$ cat src/hw/romc_pkg.sv
/*
 Package of the radio operating mode controller: modes, start-up phases,
 power mode register codes and timing counts.
 Assumes a single 40 MHz clock.
*/
package romc_pkg;
	localparam int CLOCK_HZ = 40000000;
	localparam int LP_CLOCK_HZ = 400000;
	localparam int LP_DIV = CLOCK_HZ / LP_CLOCK_HZ;
	localparam logic [7:0] PWR_STANDBY = 8'h00;
	localparam logic [5:0] PWR_BATT_PROT = 6'h3f;
	localparam int PWR_DEEP_IDLE_BIT = 6;
	localparam int PWR_LP_STANDBY_BIT = 7;
	localparam logic [5:0] CAL_CHANNEL = 6'h13;
	// Settling times in microseconds
	localparam int T_STDBY_RF_US = 100;
	localparam int T_RX_TX_US = 100;
	localparam int T_AUTOCAL_US = 500;
	localparam int T_LPSTDBY_EXIT_US = 1000;
	localparam int T_DEEP_EXIT_US = 2500;
	localparam int T_STDBY_RF_CYC = T_STDBY_RF_US * (CLOCK_HZ / 1000000);
	localparam int T_RX_TX_CYC = T_RX_TX_US * (CLOCK_HZ / 1000000);
	localparam int T_AUTOCAL_CYC = T_AUTOCAL_US * (CLOCK_HZ / 1000000);
	localparam int T_LPSTDBY_EXIT_CYC = T_LPSTDBY_EXIT_US * (CLOCK_HZ / 1000000);
	localparam int T_DEEP_EXIT_CYC = T_DEEP_EXIT_US * (CLOCK_HZ / 1000000);
	localparam int TIMER_W = 20;
	localparam logic [3:0] RETRY_MAX_RESET = 4'h3;

	typedef enum logic [3:0] {
		ROMC_BOOT_RC = 4'b0000,
		ROMC_BOOT_XTAL = 4'b0001,
		ROMC_STANDBY = 4'b0010,
		ROMC_TX = 4'b0011,
		ROMC_TX_ACK_WAIT = 4'b0100,
		ROMC_RX = 4'b0101,
		ROMC_RX_ACK_TX = 4'b0110,
		ROMC_CAL = 4'b0111,
		ROMC_DEEP_IDLE = 4'b1000,
		ROMC_LP_STANDBY = 4'b1001,
		ROMC_EXIT_WAIT = 4'b1010,
		ROMC_BATT_PROT = 4'b1011,
		ROMC_SETTLE = 4'b1100
	} romc_mode_t;

	typedef enum logic [2:0] {
		ROMC_CMD_NONE = 3'b000,
		ROMC_CMD_TX = 3'b001,
		ROMC_CMD_RX = 3'b010,
		ROMC_CMD_CAL = 3'b011,
		ROMC_CMD_POWER = 3'b100
	} romc_cmd_t;
endpackage

$ cat src/hw/romc_timer_if.sv
/*
 Interface between the mode controller and its settling timer.
 Assumes one clock shared by both modules.
*/
`timescale 1ns/100ps
interface romc_timer_if;
	logic load;
	logic [romc_pkg::TIMER_W-1:0] count;
	logic done;
	modport ctrl (output load, output count, input done);
	modport timer (input load, input count, output done);
endinterface

$ cat src/hw/romc_timer.sv
/*
 Settling timer and 400 kHz enable divider.
 Assumes synchronous active-low reset and a 40 MHz clock.
*/
`timescale 1ns/100ps
module romc_timer
(
	input wire logic i_clock, // System clock
	input wire logic i_reset_n, // Synchronous reset
	input wire logic i_slow, // Count on slow enable only
	output logic o_slow_en, // 400 kHz enable pulse
	romc_timer_if.timer t // Load and done
);
	typedef struct packed {
		logic [romc_pkg::TIMER_W-1:0] left;
		logic done;
		logic [7:0] div;
		logic slow_en;
	} romc_timer_state_t;
	romc_timer_state_t state, next_state;

	always_comb
	begin
		next_state = state;
		next_state.slow_en = 1'b0;
		if (state.div == 8'(romc_pkg::LP_DIV - 1))
		begin
			next_state.div = 8'h00;
			next_state.slow_en = 1'b1;
		end
		else
			next_state.div = state.div + 8'h01;
		next_state.done = 1'b0;
		if (t.load)
			next_state.left = t.count;
		else if (state.left != '0 && (!i_slow || state.slow_en))
		begin
			next_state.left = state.left - 1'b1;
			next_state.done = (state.left == 1);
		end
	end

	always_ff @(posedge i_clock)
	begin
		if (!i_reset_n)
			state <= '0;
		else
			state <= next_state;
	end

	assign t.done = state.done;
	assign o_slow_en = state.slow_en;
endmodule // romc_timer

$ cat src/hw/romc_ctrl.sv
/*
 Operating mode controller: start-up sequencing, standby hub, radio modes,
 auto-acknowledge turnaround, retransmission and power saving modes.
 Assumes the host command port is decoded from the serial interface into
 one-cycle strobes, and radio events arrive as one-cycle pulses.
*/
// Operation
// Radio disabled until start-up finishes
// Supply ok powers crystal, amplitude enables regulation
// Start-up done raises interrupt pin
// No-converter: RC, crystal, interrupt, stop RC
// Reset lands in standby after start-up
// Mode changes accepted only in standby
// One-shot transmit returns to standby
// Battery protection: all off until repower
// Battery protection accepted from any mode; the code ignores it until start-up finishes
// Host checks supply after start-up
// Deep idle from standby, lowered core supply
// Low-power standby: weak crystal, 400kHz clock
// Low-power standby from standby, faster exit
// Plain transmit: one packet, standby, interrupt
// Auto-ack transmit waits ack in receive
// Missing or bad ack triggers retransmission
// Back-to-back packets; transmit only from standby
// Receive interrupts; auto-ack answers, stays receive
// Receive only from standby
// Host calibrates first and periodically
// Calibration only in standby on channel 19
// Power register zero returns to standby
// Value 0x3F enters battery protection
// Flags mark power-saving exit to standby
// Non-standby mode requests are ignored
`timescale 1ns/100ps
module romc_ctrl
#(
	parameter bit HAS_CONVERTER = 1'b1, // Converter-equipped variant
	parameter int STANDBY_RF_CYC = romc_pkg::T_STDBY_RF_CYC, // Standby to radio settle
	parameter int RX_TX_CYC = romc_pkg::T_RX_TX_CYC, // Turnaround settle
	parameter int AUTOCAL_CYC = romc_pkg::T_AUTOCAL_CYC, // Calibration run
	parameter int LP_EXIT_CYC = romc_pkg::T_LPSTDBY_EXIT_CYC, // Low-power exit
	parameter int DEEP_EXIT_CYC = romc_pkg::T_DEEP_EXIT_CYC // Deep idle exit
)
(
	input wire logic i_clock, // 40 MHz clock
	input wire logic i_reset_n, // Synchronous reset, active low
	input wire logic i_rc_running, // RC oscillator started
	input wire logic i_supply_ok, // supply_level_detector adequate
	input wire logic i_xtal_ready, // Crystal amplitude sufficient
	input wire logic i_cmd_valid, // Host command strobe
	input wire romc_pkg::romc_cmd_t i_cmd, // Host command
	input wire logic [7:0] i_power_mode_register, // Written power_mode_register value
	input wire logic [5:0] i_channel, // Current radio channel
	input wire logic i_auto_ack, // Auto-acknowledge enabled
	input wire logic [3:0] i_burst_count, // Extra packets after first
	input wire logic [3:0] i_retry_max, // Retransmission limit
	input wire logic i_irq_enable, // Radio interrupt enabled
	input wire logic i_status_clear, // Clear sticky exit flags
	input wire logic i_packet_sent, // Modulator finished packet
	input wire logic i_packet_received, // Good packet received
	input wire logic i_ack_ok, // Good ack received
	input wire logic i_ack_error, // Ack reported error
	input wire logic i_ack_timeout, // Ack window expired
	output logic o_irq, // Interrupt pin
	output logic o_radio_enable, // Radio transceiver powered
	output logic o_tx_on, // Transmitter active
	output logic o_rx_on, // Receiver active
	output logic o_cal_on, // Synthesizer calibration running
	output logic o_xtal_enable, // Crystal oscillator on
	output logic o_xtal_low_current, // Crystal at reduced current
	output logic o_rc_enable, // RC oscillator on
	output logic o_full_regulation, // Converter full regulation
	output logic o_core_supply_low, // Core supply lowered
	output logic o_sys_clk_slow, // System logic on 400 kHz enable
	output logic o_load_only, // Only resistive load on
	output logic o_standby_reached, // Sticky flag, power-save exit done
	output logic o_retry_exhausted, // Sticky flag, retries used up
	output romc_pkg::romc_mode_t o_mode // Current mode
);
	// -----------------------------------------------------------------
	// State
	// -----------------------------------------------------------------
	typedef struct packed {
		romc_pkg::romc_mode_t mode;
		romc_pkg::romc_mode_t settle_to;
		romc_pkg::romc_mode_t exit_to;
		logic [3:0] burst_left;
		logic [3:0] retries;
		logic irq;
		logic xtal_en;
		logic rc_en;
		logic full_reg;
		logic booted;
		logic standby_reached;
		logic retry_exhausted;
	} romc_state_t;
	romc_state_t state, next_state;

	romc_timer_if tmr ();
	logic slow_en;
	logic pwr_cmd, bp_cmd, wake_cmd;
	logic [romc_pkg::TIMER_W-1:0] load_count;
	logic load;

	romc_timer u_timer (
		.i_clock(i_clock),
		.i_reset_n(i_reset_n),
		.i_slow(state.mode == romc_pkg::ROMC_LP_STANDBY),
		.o_slow_en(slow_en),
		.t(tmr.timer)
	);
	assign tmr.load = load;
	assign tmr.count = load_count;

	assign pwr_cmd = i_cmd_valid && i_cmd == romc_pkg::ROMC_CMD_POWER;
	assign bp_cmd = pwr_cmd && i_power_mode_register[5:0] == romc_pkg::PWR_BATT_PROT;
	assign wake_cmd = pwr_cmd && i_power_mode_register == romc_pkg::PWR_STANDBY;

	// -----------------------------------------------------------------
	// Next state
	// -----------------------------------------------------------------
	always_comb
	begin
		next_state = state;
		load = 1'b0;
		load_count = '0;
		case (state.mode)
			romc_pkg::ROMC_BOOT_RC:
			begin
				if (HAS_CONVERTER ? i_supply_ok : i_rc_running)
					next_state.xtal_en = 1'b1;
				if (state.xtal_en)
					next_state.mode = romc_pkg::ROMC_BOOT_XTAL;
			end
			romc_pkg::ROMC_BOOT_XTAL:
			begin
				if (i_xtal_ready)
				begin
					next_state.full_reg = HAS_CONVERTER;
					next_state.rc_en = 1'b0;
					next_state.irq = 1'b1;
					next_state.booted = 1'b1;
					next_state.mode = romc_pkg::ROMC_STANDBY;
				end
			end
			romc_pkg::ROMC_STANDBY:
			begin
				if (i_cmd_valid)
				begin
					next_state.irq = 1'b0;
					case (i_cmd)
						romc_pkg::ROMC_CMD_TX:
						begin
							next_state.burst_left = i_burst_count;
							next_state.retries = 4'h0;
							next_state.settle_to = romc_pkg::ROMC_TX;
							next_state.mode = romc_pkg::ROMC_SETTLE;
							load = 1'b1;
							load_count = romc_pkg::TIMER_W'(STANDBY_RF_CYC);
						end
						romc_pkg::ROMC_CMD_RX:
						begin
							next_state.settle_to = romc_pkg::ROMC_RX;
							next_state.mode = romc_pkg::ROMC_SETTLE;
							load = 1'b1;
							load_count = romc_pkg::TIMER_W'(STANDBY_RF_CYC);
						end
						romc_pkg::ROMC_CMD_CAL:
						begin
							if (i_channel == romc_pkg::CAL_CHANNEL)
							begin
								next_state.mode = romc_pkg::ROMC_CAL;
								load = 1'b1;
								load_count = romc_pkg::TIMER_W'(AUTOCAL_CYC);
							end
						end
						romc_pkg::ROMC_CMD_POWER:
						begin
							if (i_power_mode_register[romc_pkg::PWR_DEEP_IDLE_BIT])
								next_state.mode = romc_pkg::ROMC_DEEP_IDLE;
							else if (i_power_mode_register[romc_pkg::PWR_LP_STANDBY_BIT])
								next_state.mode = romc_pkg::ROMC_LP_STANDBY;
						end
						default:
						begin
							next_state.irq = state.irq;
						end
					endcase
				end
			end
			romc_pkg::ROMC_SETTLE:
			begin
				if (tmr.done)
					next_state.mode = state.settle_to;
			end
			romc_pkg::ROMC_TX:
			begin
				if (i_packet_sent)
				begin
					if (i_auto_ack)
					begin
						next_state.mode = romc_pkg::ROMC_SETTLE;
						next_state.settle_to = romc_pkg::ROMC_TX_ACK_WAIT;
						load = 1'b1;
						load_count = romc_pkg::TIMER_W'(RX_TX_CYC);
					end
					else if (state.burst_left != 4'h0)
						next_state.burst_left = state.burst_left - 4'h1;
					else
					begin
						next_state.mode = romc_pkg::ROMC_STANDBY;
						next_state.irq = i_irq_enable;
					end
				end
			end
			romc_pkg::ROMC_TX_ACK_WAIT:
			begin
				if (i_ack_ok)
				begin
					next_state.retries = 4'h0;
					next_state.mode = romc_pkg::ROMC_SETTLE;
					load = 1'b1;
					load_count = romc_pkg::TIMER_W'(RX_TX_CYC);
					if (state.burst_left != 4'h0)
					begin
						next_state.burst_left = state.burst_left - 4'h1;
						next_state.settle_to = romc_pkg::ROMC_TX;
					end
					else
					begin
						next_state.mode = romc_pkg::ROMC_STANDBY;
						next_state.irq = i_irq_enable;
						load = 1'b0;
					end
				end
				else if (i_ack_error || i_ack_timeout)
				begin
					// Retry limit bounds the loop; a dead link would otherwise burn the battery
					if (state.retries == i_retry_max)
					begin
						next_state.retry_exhausted = 1'b1;
						next_state.mode = romc_pkg::ROMC_STANDBY;
						next_state.irq = i_irq_enable;
					end
					else
					begin
						next_state.retries = state.retries + 4'h1;
						next_state.settle_to = romc_pkg::ROMC_TX;
						next_state.mode = romc_pkg::ROMC_SETTLE;
						load = 1'b1;
						load_count = romc_pkg::TIMER_W'(RX_TX_CYC);
					end
				end
			end
			romc_pkg::ROMC_RX:
			begin
				if (i_packet_received)
				begin
					next_state.irq = i_irq_enable;
					if (i_auto_ack)
					begin
						next_state.settle_to = romc_pkg::ROMC_RX_ACK_TX;
						next_state.mode = romc_pkg::ROMC_SETTLE;
						load = 1'b1;
						load_count = romc_pkg::TIMER_W'(RX_TX_CYC);
					end
				end
			end
			romc_pkg::ROMC_RX_ACK_TX:
			begin
				if (i_packet_sent)
				begin
					next_state.settle_to = romc_pkg::ROMC_RX;
					next_state.mode = romc_pkg::ROMC_SETTLE;
					load = 1'b1;
					load_count = romc_pkg::TIMER_W'(RX_TX_CYC);
				end
			end
			romc_pkg::ROMC_CAL:
			begin
				if (tmr.done)
				begin
					next_state.mode = romc_pkg::ROMC_STANDBY;
					next_state.irq = i_irq_enable;
				end
			end
			romc_pkg::ROMC_DEEP_IDLE, romc_pkg::ROMC_LP_STANDBY:
			begin
				if (wake_cmd)
				begin
					next_state.mode = romc_pkg::ROMC_EXIT_WAIT;
					load = 1'b1;
					// Low-power standby keeps the crystal alive, so it wakes sooner
					load_count = (state.mode == romc_pkg::ROMC_LP_STANDBY) ?
						romc_pkg::TIMER_W'(LP_EXIT_CYC) : romc_pkg::TIMER_W'(DEEP_EXIT_CYC);
				end
			end
			romc_pkg::ROMC_EXIT_WAIT:
			begin
				if (tmr.done)
				begin
					next_state.mode = romc_pkg::ROMC_STANDBY;
					next_state.standby_reached = 1'b1;
					next_state.irq = i_irq_enable;
				end
			end
			romc_pkg::ROMC_BATT_PROT:
			begin
				next_state.irq = 1'b0;
			end
			default:
			begin
				next_state.mode = romc_pkg::ROMC_STANDBY;
			end
		endcase
		// Clear loses to a same-cycle set
		if (i_status_clear)
		begin
			if (!(state.mode == romc_pkg::ROMC_EXIT_WAIT && tmr.done))
				next_state.standby_reached = 1'b0;
			if (!(state.mode == romc_pkg::ROMC_TX_ACK_WAIT && !i_ack_ok && (i_ack_error || i_ack_timeout)
				&& state.retries == i_retry_max))
				next_state.retry_exhausted = 1'b0;
		end
		if (bp_cmd && state.booted)
		begin
			next_state.mode = romc_pkg::ROMC_BATT_PROT;
			next_state.irq = 1'b0;
			load = 1'b0;
		end
	end

	always_ff @(posedge i_clock)
	begin
		if (!i_reset_n)
		begin
			state <= '0;
			state.rc_en <= 1'b1;
			state.mode <= romc_pkg::ROMC_BOOT_RC;
			state.settle_to <= romc_pkg::ROMC_STANDBY;
			state.exit_to <= romc_pkg::ROMC_STANDBY;
		end
		else if (state.mode != romc_pkg::ROMC_BATT_PROT)
			state <= next_state;
	end

	// -----------------------------------------------------------------
	// Outputs, all registered
	// -----------------------------------------------------------------
	typedef struct packed {
		logic irq, radio, tx, rx, cal, xtal, xlow, rc, reg_full;
		logic core_low, slow, load_only, sreached, rexh;
		romc_pkg::romc_mode_t mode;
	} romc_out_t;
	romc_out_t out, next_out;

	always_comb
	begin
		next_out.irq = next_state.irq;
		next_out.radio = next_state.booted && next_state.mode inside
			{romc_pkg::ROMC_TX, romc_pkg::ROMC_TX_ACK_WAIT, romc_pkg::ROMC_RX,
			romc_pkg::ROMC_RX_ACK_TX, romc_pkg::ROMC_CAL, romc_pkg::ROMC_SETTLE};
		next_out.tx = next_state.mode inside {romc_pkg::ROMC_TX, romc_pkg::ROMC_RX_ACK_TX};
		next_out.rx = next_state.mode inside {romc_pkg::ROMC_RX, romc_pkg::ROMC_TX_ACK_WAIT};
		next_out.cal = next_state.mode == romc_pkg::ROMC_CAL;
		next_out.xtal = next_state.xtal_en && next_state.mode != romc_pkg::ROMC_DEEP_IDLE
			&& next_state.mode != romc_pkg::ROMC_BATT_PROT;
		next_out.xlow = next_state.mode == romc_pkg::ROMC_LP_STANDBY;
		next_out.rc = next_state.rc_en && next_state.mode != romc_pkg::ROMC_BATT_PROT;
		next_out.reg_full = next_state.full_reg && next_state.mode != romc_pkg::ROMC_BATT_PROT;
		next_out.core_low = next_state.mode == romc_pkg::ROMC_DEEP_IDLE;
		next_out.slow = next_state.mode == romc_pkg::ROMC_LP_STANDBY;
		next_out.load_only = next_state.mode == romc_pkg::ROMC_BATT_PROT;
		next_out.sreached = next_state.standby_reached;
		next_out.rexh = next_state.retry_exhausted;
		next_out.mode = next_state.mode;
	end

	always_ff @(posedge i_clock)
	begin
		if (!i_reset_n)
		begin
			out <= '0;
			out.rc <= 1'b1;
			out.mode <= romc_pkg::ROMC_BOOT_RC;
		end
		else if (state.mode != romc_pkg::ROMC_BATT_PROT)
			out <= next_out;
	end

	assign o_irq = out.irq;
	assign o_radio_enable = out.radio;
	assign o_tx_on = out.tx;
	assign o_rx_on = out.rx;
	assign o_cal_on = out.cal;
	assign o_xtal_enable = out.xtal;
	assign o_xtal_low_current = out.xlow;
	assign o_rc_enable = out.rc;
	assign o_full_regulation = out.reg_full;
	assign o_core_supply_low = out.core_low;
	assign o_sys_clk_slow = out.slow;
	assign o_load_only = out.load_only;
	assign o_standby_reached = out.sreached;
	assign o_retry_exhausted = out.rexh;
	assign o_mode = out.mode;
endmodule // romc_ctrl

$ cat config.mk
export PLATFORM = sky130hd
export DESIGN_NAME = romc_ctrl
export DESIGN_NICKNAME = d
export VERILOG_FILES = /design/src/hw/romc_pkg.sv /design/src/hw/romc_timer_if.sv /design/src/hw/romc_timer.sv /design/src/hw/romc_ctrl.sv
export SDC_FILE = /design/constraint.sdc
export NUM_CORES = 1
export LEC_CHECK = 0
export BUFFER_PORTS_ARGS = -buffer_cell sky130_fd_sc_hd__buf_2
export CORE_MARGIN = 2
export CORE_UTILIZATION = 58
export DETAILED_ROUTE_END_ITERATION = 7
export MAX_ROUTING_LAYER = met4
export PLACE_DENSITY = 0.87
export SKIP_CTS_REPAIR_TIMING = 1
export SYNTH_ARGS = -nofsm -noshare
export SYNTH_HDL_FRONTEND = slang
export SYNTH_SLANG_ARGS = --single-unit
$ cat constraint.sdc
create_clock -name i_clock -period 3.4 [get_ports i_clock]
set_input_delay 0.17 -clock i_clock [delete_from_list [all_inputs] [get_ports i_clock]]
set_output_delay 0.17 -clock i_clock [all_outputs]
set_load 0.005 [all_outputs]
==> impl_metrics.csv, run 1 <==
group,metric,value,unit
timing,tightest_slew,1012,ps
logic_synthesis,synth.net_count,543,
clock_network,clk_latency,340,ps
placement,dpl.hpwl,7625,microns
die,start_util,60.32,%
timing,fin_skew,10.80,ps
timing,fin_tns_setup,0,ps
power_and_ir_drop,p_seq_share,37.7,%
logic_synthesis,netlist.area_leader.share,32.04,%
critical_path,slowest_delay,730,ps
layout,finish.net_count,584,
logic_synthesis,ys_ff_latch,62,
worst_hold_path,holdPathStages,4,
power_and_ir_drop,p_sw_share,36.89,%
clock_network,cts_tree,"yes",
die,die_w,85.73,microns
power_and_ir_drop,intPower,1.575,mW
power_and_ir_drop,pwr_density_cell,574.0,mW/mm^2
die,io_pins,57,
grt,antenna_found_initial,0,
logic_synthesis,syn-cell-area,0.003874,sq mm
logic_synthesis,post-synth-top-count-cell,"dfxtp_1",
critical_path,reg2regPathDepth,7,
logic_synthesis,yosys.area.top_type,"dfxtp_1",
placement,place_congestion,0.9347,
timing,fmax,338.3,MHz
logic_synthesis,synth_commonest_cells,"dfxtp_1, nor2_1, nand2_1",
layout,drive_above_1_share,16.54,%
critical_path,critPathKind,"flip-flop to flip-flop",
power_and_ir_drop,p_clk_share,27.3,%
status,failed_checks,"DRC",
layout,fillers,522,
die,core_area,0.006422,sq mm
layout,design_area,0.004348,sq mm
logic_synthesis,ys_warn_count,0,
logic_synthesis,synth_area_leaders,"dfxtp_1, nor2_1, xnor2_1",
power_and_ir_drop,cellLeakagePower,1.689,nW
logic_synthesis,synth-edff-count,0,
logic_synthesis,async_flop_share,0,%
die,die_area,0.007349,sq mm
layout,utilization,67.70,%
logic_synthesis,syn_inst,498,
grt,grt-ovfl-total,0,
timing,slew_viol_final,0,
detailed_routing,drc_errors,3,
grt,grt_pass1_wl,17590,microns
logic_synthesis,synth_flop_cell,"dfxtp_1",
clock_network,clkSinkCount,62,
status,status,"finished with violations",
detailed_routing,antenna_left,0,
timing,whs,160.3,ps
timing,rsz0062_at_grt,"no",
power_and_ir_drop,combPwrFrac,35.0,%
detailed_routing,drtPass1Iterations,8,
critical_path,r2r-end,"o_rc_enable",
placement,dp_slack,545.0,ps
power_and_ir_drop,ir_worst_vdd,0.0003506,V
job,max_cap_violations,0,
clock_network,path_clk_slew,70,ps
logic_synthesis,synth_seq_area_share,32.04,%
critical_path,crit_chain,"nor4b_4, nand2_2, or3_1, and4_1, a22o_1, a211o_1, a221o_1",
grt,grt_usage,30.39,%
detailed_routing,vias_per_cell,6.493,
timing,setup_ws,444.4,ps
timing,period_minus_slack,2956,ps
detailed_routing,avgRoutedWirePerCell,16.83,microns
placement,placed_cells,605,
detailed_routing,vias,4032,
critical_path,crit_buf_inv,0,
worst_hold_path,min_from,"i_status_clear",
timing,finalSetupViolations,0,
critical_path,critPathArrivalTime,3180,ps
timing,hold_viol,0,
placement,place_area,0.004140,sq mm
detailed_routing,drt_wl_total,10450,microns
die,die_y,85.73,microns
logic_synthesis,synth_area_per_cell,7.779,sq um
grt,grt_start_max_net_pins,32,
timing,fin_crit_sh,86.93,%
critical_path,r2r_start,"o_mode[1]",
critical_path,cp_max_fo,17,
critical_path,start_kind,"flip-flop",
critical_path,slowest_stage,"dfxtp_1",
critical_path,cp_top_family,"simple AND/OR/NAND/NOR gates",
critical_path,reg2reg_slack,440,ps
layout,instances_no_fill,621,
clock_network,cts_max_path_buffers,2,
detailed_routing,drt-initial-drc-count,514,
worst_hold_path,hold_end,"o_standby_reached",
power_and_ir_drop,total_power,2.496,mW
layout,diodes,0,
layout,area_delta_synth_final,12.24,%
critical_path,endpoint_kind,"flip-flop",
clock_network,htree_levels,3,
worst_hold_path,hp-class,"primary input to flip-flop",
die,row_count,29,
clock_network,cts-buffers-inserted,9,
power_and_ir_drop,switchingPower,920.6,uW
placement,numPortBuffers,55,
critical_path,required,3620,ps
clock_network,root_buffer,"clkbuf_8",
logic_synthesis,synth.distinct_cells,69,
grt,grt_pass1_vias,3800,
timing,relSlewSlack,32.44,%
==> kinds of logic after synthesis <==
| logic type | Yosys count | share of synthesized area (%) |
|---|---|---|
| fa+ha+maj | 6 | 1.938 |
| xor+xnor | 30 | 6.783 |
| simple gates | 235 | 32.59 |
| compound gates | 118 | 20.54 |
| mux | 4 | 1.066 |
| flops | 62 | 32.04 |
| buf+inv | 43 | 5.039 |
==> per-layer routing <==
layer  part of all wire, %  global-route usage (%)  vias up
met5                     0                       -        -
met4                   1.6                   9.235        0
met3                    11                   6.160       20
met2                    45                   46.16      251
met1                    42                   41.01     1861
li1                      -                       -     1900
==> power groups by stage <==
stage	Clock (mW)	Sequential (mW)	Combinational, mW
after floorplan	0	0.918	0.697
after global placement	0	0.945	0.817
after detailed placement	0	0.952	0.849
after CTS	0.685	0.936	0.862
after global routing	0.714	0.953	0.983
final	0.681	0.942	0.873
==> flip-flops by register name (all words and copies together) (netlist names) <==
signal,flops
o_tx_on,1
o_sys_clk_slow,1
o_core_supply_low,1
o_mode,4
o_full_regulation,1
o_retry_exhausted,1
o_rx_on,1
u_timer.t.done,1
o_cal_on,1
u_timer.state,28
state,15
o_rc_enable,1
o_standby_reached,1
o_xtal_enable,1
o_irq,1
o_radio_enable,1
o_load_only,1
u_timer.o_slow_en,1
==> layout by cell type (no fill, tap or decap), types with 4 or more instances in the layout <==
| cell type | synthesis | routed |
|---|---|---|
| clkbuf_8 | 0 | 10 |
| a221oi_1 | 4 | 4 |
| o22ai_1 | 4 | 4 |
| o31ai_1 | 5 | 5 |
| nor3b_1 | 5 | 5 |
| buf_4 | 5 | 6 |
| a31oi_1 | 4 | 4 |
| a211oi_1 | 7 | 7 |
| ha_1 | 6 | 6 |
| nand4_1 | 9 | 9 |
| nand2_1 | 47 | 47 |
| a32o_1 | 5 | 5 |
| nand2b_1 | 13 | 13 |
| xor2_1 | 9 | 9 |
| a21oi_1 | 31 | 31 |
| a32oi_1 | 4 | 4 |
| or2_2 | 5 | 5 |
| nor2b_1 | 9 | 9 |
| dfxtp_1 | 62 | 62 |
| o21ai_0 | 20 | 20 |
| inv_1 | 12 | 12 |
| or3_1 | 9 | 9 |
| nand3_1 | 21 | 21 |
| xnor2_1 | 21 | 21 |
| nor2_1 | 59 | 59 |
| nor3_1 | 13 | 13 |
| nor4_1 | 7 | 7 |
| buf_2 | 6 | 55 |
| and3_1 | 9 | 9 |
| a22o_1 | 4 | 4 |
==> final cells by class <==
type	count	area, sq um	share of cell area [%]
clock buffers	10	137.6	3.165
clock inverters	6	70.07	1.612
inverters	12	45.04	1.036
multi-input cells	393	2437	56.06
flip-flops and latches	62	1241	28.55
well taps	77	96.34	2.216
repair buffers	61	320.3	7.367
==> how the worst max path moves through the flow <==
stage | from | endpoint | slack, ps | cells after the start
floorplan | o_mode[2] | o_rc_enable | 1000 | 9
global placement | o_mode[1] | o_rc_enable | 620 | 7
global route | o_mode[1] | u_timer.state[22] | 280 | 7
detailed placement | o_mode[1] | o_rc_enable | 550 | 7
CTS | o_mode[1] | o_rc_enable | 530 | 7
finish | o_mode[1] | o_rc_enable | 440 | 7
==> tightest hold or removal path: stages <==
cell	delay [ps]
buf_2	100
nand2_1	70
a32oi_1	50
nor2_1	70
Power figures use the tool's default switching activity.
==> run 2: changes to the inputs <==
GPL_TIMING_DRIVEN = 0   (was unset)
==> run 2 against run 1 <==
  * The flow still finishes with violations (DRC)
  * Clock skew up 2.9 ps
  * Via count up 2.0%
  * Fmax up 0.52%
  * Critical endpoint is now u_timer.state[22]
==> impl_metrics.csv, run 2 (synthesis gave the netlist of run 1 again) <==
group,metric,value,unit
status,status,"finished with violations",
status,failed_checks,"DRC",
timing,hold_viol,0,
critical_path,endpoint_kind,"flip-flop",
timing,fin_crit_sh,86.48,%
grt,grt_pass1_wl,17840,microns
clock_network,path_clk_slew,80,ps
placement,dpl.hpwl,8326,microns
power_and_ir_drop,p_sw_share,38.40,%
power_and_ir_drop,total_power,2.447,mW
die,row_count,29,
grt,antenna_found_initial,0,
clock_network,cts-buffers-inserted,9,
power_and_ir_drop,cellLeakagePower,1.735,nW
detailed_routing,antenna_left,0,
power_and_ir_drop,switchingPower,939.7,uW
detailed_routing,avgRoutedWirePerCell,17.60,microns
layout,largest_register_ffs,28,
die,start_util,60.32,%
detailed_routing,drc_errors,3,
power_and_ir_drop,combPwrFrac,36.9,%
layout,utilization,68.71,%
die,die_w,85.73,microns
layout,diodes,0,
clock_network,cts_tree,"yes",
detailed_routing,drtPass1Iterations,8,
layout,layout_common_cells,"dfxtp_1, nor2_1, buf_2",
timing,slew_viol_final,0,
grt,grt_usage,31.72,%
clock_network,root_buffer,"clkbuf_8",
clock_network,clkSinkCount,62,
critical_path,critPathKind,"flip-flop to flip-flop",
critical_path,required,3600,ps
critical_path,critPathArrivalTime,3140,ps
power_and_ir_drop,p_seq_share,37.7,%
layout,drive_above_1_share,16.43,%
power_and_ir_drop,pwr_density_cell,554.6,mW/mm^2
timing,finalSetupViolations,0,
job,max_cap_violations,0,
timing,relSlewSlack,48.07,%
placement,dp_slack,624.2,ps
clock_network,htree_levels,3,
clock_network,clk_latency,350,ps
die,die_y,85.73,microns
layout,layout_commonest_cell,"dfxtp_1",
detailed_routing,vias_per_cell,6.398,
critical_path,cp_max_fo,10,
timing,setup_ws,459.8,ps
detailed_routing,drt-initial-drc-count,396,
layout,area_delta_synth_final,13.92,%
timing,fin_skew,13.68,ps
timing,rsz0062_at_grt,"no",
layout,finish.net_count,606,
critical_path,crit_path_end,"u_timer.state[22]",
clock_network,cts_max_path_buffers,2,
power_and_ir_drop,p_clk_share,25.4,%
placement,place_congestion,0.9392,
die,io_pins,57,
die,die_area,0.007349,sq mm
layout,seq_area,0.001241,sq mm
layout,multiInputGateArea,0.002437,sq mm
critical_path,crit_start,"o_mode[1]",
power_and_ir_drop,ir_worst_vdd,0.0003251,V
power_and_ir_drop,intPower,1.508,mW
layout,top_register,"u_timer.state",
timing,fin_tns_setup,0,ps
detailed_routing,drt_wl_total,11320,microns
timing,fmax,340.1,MHz
critical_path,reg2reg_slack,460,ps
grt,grt-ovfl-total,0,
timing,tightest_slew,768.9,ps
critical_path,reg2regPathDepth,8,
critical_path,r2r_start,"o_mode[1]",
grt,grt_pass1_vias,3684,
placement,numPortBuffers,52,
die,core_area,0.006422,sq mm
detailed_routing,vias,4114,
critical_path,start_kind,"flip-flop",
critical_path,r2r-end,"u_timer.state[22]",
worst_hold_path,hp-class,"primary input to flip-flop",
grt,grt_start_max_net_pins,13,
layout,fillers,537,
timing,period_minus_slack,2940,ps
[run 2: changes by cell type in the layout (fill, tap and decap cells not counted), sizes merged]
cell | previous run | this run
clkinvlp | 3 | 0
clkinv | 1 | 5
buf | 61 | 68
clkbuf | 10 | 25
bufinv | 1 | 0
[run 2: how the worst min path moves through the flow]
stage / start / end / slack (ps) / depth (start not counted)
after floorplan: i_reset_n / o_sys_clk_slow / 320 / 1
after global placement: state[4] / state[4] / 440 / 2
after detailed placement: state[19] / state[19] / 440 / 2
after CTS: i_status_clear / o_standby_reached / 150 / 4
after global routing: i_status_clear / o_standby_reached / 160 / 4
final: i_status_clear / o_standby_reached / 160 / 4
[run 2: critical path, stage by stage, from the launching register on]
cell	delay (ps)
dfxtp_1	520
clkbuf_1	420
nor2b_1	380
nand3_1	140
o22ai_1	410
o31ai_1	150
nand2_1	180
clkbuf_1	390
o21ai_0	200
[run 2: per-layer routing]
| layer | vias to the layer above | share of wire [%] | global-route usage (%) |
|---|---|---|---|
| li1 | 1946 | - | - |
| met1 | 1904 | 44 | 42.46 |
| met2 | 229 | 44 | 46.95 |
| met3 | 35 | 9.4 | 7.411 |
| met4 | 0 | 2.4 | 11.40 |
| met5 | - | 0 | - |
[run 2: cell type report]
| class | instances | area share (%) |
|---|---|---|
| Clock buffer | 10 | 3.119 |
| Buffer | 31 | 3.402 |
| Multi-Input combinational cell | 393 | 55.23 |
| Sequential cell | 62 | 28.13 |
| Clock inverter | 6 | 1.021 |
| Inverter | 12 | 1.021 |
| Timing Repair Buffer | 52 | 5.897 |
| Tap cell | 77 | 2.183 |
[run 2: power groups by stage]
stage                     logic [mW]  registers (mW)  clock network, mW
after floorplan                0.697           0.918                  0
after global placement         0.850           0.931                  0
after detailed placement       0.879           0.937                  0
after CTS                      0.895           0.921              0.618
after global routing           0.998           0.934              0.647
final                          0.904           0.922              0.621
[run 2: per-stage QoR]
step	hold slack, ps	cell area [sq um]	cells
2_1_floorplan	324.2	3874	498
3_3_place_gp	441.3	4230	627
3_5_place_dp	444.6	4230	627
4_1_cts	150.3	4413	643
5_1_grt	156.1	4413	643
6_report	157.1	4413	643
==> run 3: changes to the inputs <==
--- a/config.mk
+++ b/config.mk
@@ -17,2 +17,3 @@
 export SYNTH_HDL_FRONTEND = slang
+export SYNTH_HIERARCHICAL = 1
 export SYNTH_SLANG_ARGS = --single-unit
--- a/constraint.sdc
+++ b/constraint.sdc
@@ -3,2 +3,2 @@
 set_output_delay 0.17 -clock i_clock [all_outputs]
-set_load 0.005 [all_outputs]
+set_load 0.05 [all_outputs]
==> run 3 against run 2 <==
  * The flow now finishes without violations
  * Synthesized cell count rose by 2.8%
  * Routed wire length up 5.0%
  * Worst setup slack got worse by 280 ps
  * Clock-buffer cell count unchanged
==> impl_metrics.csv, run 3 <==
group,metric,value,unit
status,status,"finished, final reports clean",
die,row_count,30,
logic_synthesis,syn-cell-area,0.003978,sq mm
layout,top_register,"u_timer/state",
power_and_ir_drop,ir_worst_vdd,0.0002952,V
logic_synthesis,synth_seq_area_share,31.20,%
clock_network,htree_levels,3,
logic_synthesis,post-synth-top-count-cell,"dfxtp_1",
logic_synthesis,synth.distinct_cells,72,
grt,grt_pass1_vias,3776,
timing,whs,117.3,ps
logic_synthesis,ys_ff_latch,62,
die,start_util,59.20,%
logic_synthesis,yosys.area.top_type,"dfxtp_1",
clock_network,cts_max_path_buffers,2,
detailed_routing,drt_wl_total,11890,microns
die,io_pins,57,
critical_path,crit_start,"o_mode[0]",
timing,fin_crit_sh,94.78,%
timing,finalSetupViolations,0,
clock_network,clk_latency,360,ps
critical_path,cp_max_fo,8,
clock_network,cts_tree,"yes",
placement,place_area,0.004378,sq mm
grt,grt_pass1_wl,18810,microns
layout,design_area,0.004608,sq mm
placement,placed_cells,654,
logic_synthesis,synth-edff-count,0,
critical_path,critPathKind,"flip-flop to flip-flop",
detailed_routing,avgRoutedWirePerCell,17.74,microns
detailed_routing,vias,4245,
timing,relSlewSlack,44.04,%
layout,area_delta_synth_final,15.85,%
clock_network,clkSinkCount,62,
power_and_ir_drop,cellLeakagePower,1.835,nW
timing,slew_viol_final,0,
logic_synthesis,netlist.area_leader.share,31.20,%
die,die_y,86.81,microns
layout,instances_no_fill,670,
clock_network,path_clk_slew,70,ps
timing,fin_skew,13.08,ps
layout,layout_common_cells,"dfxtp_1, nor2_1, buf_2",
worst_hold_path,hp-class,"primary input to flip-flop",
critical_path,r2r_start,"o_mode[0]",
grt,grt_usage,32.93,%
layout,largest_register_ffs,28,
power_and_ir_drop,total_power,2.967,mW
logic_synthesis,syn_inst,512,
layout,drive_above_1_share,17.29,%
timing,hold_viol,0,
timing,fmax,310.3,MHz
critical_path,required,3630,ps
logic_synthesis,synth_area_per_cell,7.769,sq um
logic_synthesis,synth_commonest_cells,"dfxtp_1, nor2_1, o21ai_0",
logic_synthesis,synth_area_leaders,"dfxtp_1, xnor2_1, nor2_1",
layout,layout_commonest_cell,"dfxtp_1",
logic_synthesis,ys_warn_count,6,
timing,tightest_slew,835.5,ps
logic_synthesis,synth_flop_cell,"dfxtp_1",
critical_path,critPathArrivalTime,3460,ps
die,die_w,86.81,microns
job,max_cap_violations,0,
grt,grt_start_max_net_pins,13,
placement,place_congestion,0.9906,
detailed_routing,vias_per_cell,6.336,
placement,numPortBuffers,54,
die,core_area,0.006719,sq mm
logic_synthesis,async_flop_share,0,%
clock_network,cts-buffers-inserted,9,
clock_network,root_buffer,"clkbuf_8",
worst_hold_path,min_from,"i_supply_ok",
detailed_routing,drc_errors,0,
timing,period_minus_slack,3222,ps
layout,finish.net_count,630,
grt,antenna_found_initial,0,
detailed_routing,drtPass1Iterations,5,
critical_path,endpoint_kind,"flip-flop",
layout,diodes,0,
placement,dpl.hpwl,8661,microns
grt,grt-ovfl-total,0,
power_and_ir_drop,pwr_density_cell,643.9,mW/mm^2
detailed_routing,drt-initial-drc-count,377,
detailed_routing,antenna_left,0,
die,die_area,0.007536,sq mm
critical_path,start_kind,"flip-flop",
timing,rsz0062_at_grt,"no",
run 3: cell count changes after synthesis, sizes merged, moves of 6 or more:
cell | before | now
a31oi | 4 | 11
o21ai | 23 | 41
a21oi | 31 | 37
and2 | 2 | 8
xnor2 | 21 | 27
inv | 12 | 21
buf | 16 | 7
nor2b | 9 | 15
nand2 | 48 | 33
run 3: cells by family (layout without fill, tap and decap cells):
kind of cell / count (synthesis) / after routing / share of synthesized area, %
muxes: 6 / 6 / 1.541
AOI/OAI and AO/OA: 142 / 142 / 22.62
DFF: 62 / 62 / 31.20
adders and majority gates: 6 / 6 / 1.887
xor gates and xnor gates: 33 / 33 / 7.267
and+or+nand+nor: 214 / 214 / 30.26
other: 1 / 9 / 0.09428
buffers and inverters: 48 / 118 / 5.127
run 3: routing by layer:
layer / track usage [%] / vias to the layer above / share of wire, %
li1: - / 1994 / -
met1: 40.09 / 1972 / 40
met2: 53.37 / 231 / 49
met3: 5.905 / 48 / 7.8
met4: 14.20 / 0 / 3.9
met5: - / - / 0
run 3: final timing paths:
| check | endpoint | slack, ps | cells after the start |
|---|---|---|---|
| hold reg to reg | o_cal_on | 450 | 2 |
| setup reg to reg | o_rc_enable | 180 | 6 |
| setup / recovery | o_rc_enable | 180 | 6 |
| hold / removal | state[5] | 120 | 3 |
run 3: critical path: stages (launching register included):
cell	delay, ps
dfxtp_1	410
or4b_1	700
nor4_1	770
a221oi_1	220
a31o_1	310
or3_4	400
a221o_1	310
run 3: where the power goes:
part	total, mW	leakage, nW	switching, mW	internal [mW]
Sequential	0.989	0.505	0.142	0.848
Combinational	1.28	1.23	0.745	0.539
Clock	0.694	0.103	0.331	0.362
Total	2.97	1.84	1.22	1.75
run 3: stage by stage:
step	worst slack, ps	utilization [%]	TNS, ps
after floorplan	778.6	-	0
after global placement	-8.010	65.16	-37.55
after detailed placement	-109.8	65.16	-876.5
after CTS	-125.2	68.23	-1020
after global routing	30.05	68.58	0
final	177.6	68.58	0
run 3: final cells by class:
type | count | area, sq um
timing repair buffer | 55 | 275.3
clock inverter | 6 | 68.82
tap | 80 | 100.1
sequential | 62 | 1241
inverter | 21 | 78.83
fill | 554 | 2111
clock buffer | 10 | 137.6
buffer | 26 | 123.9
multi-input combinational | 410 | 2582
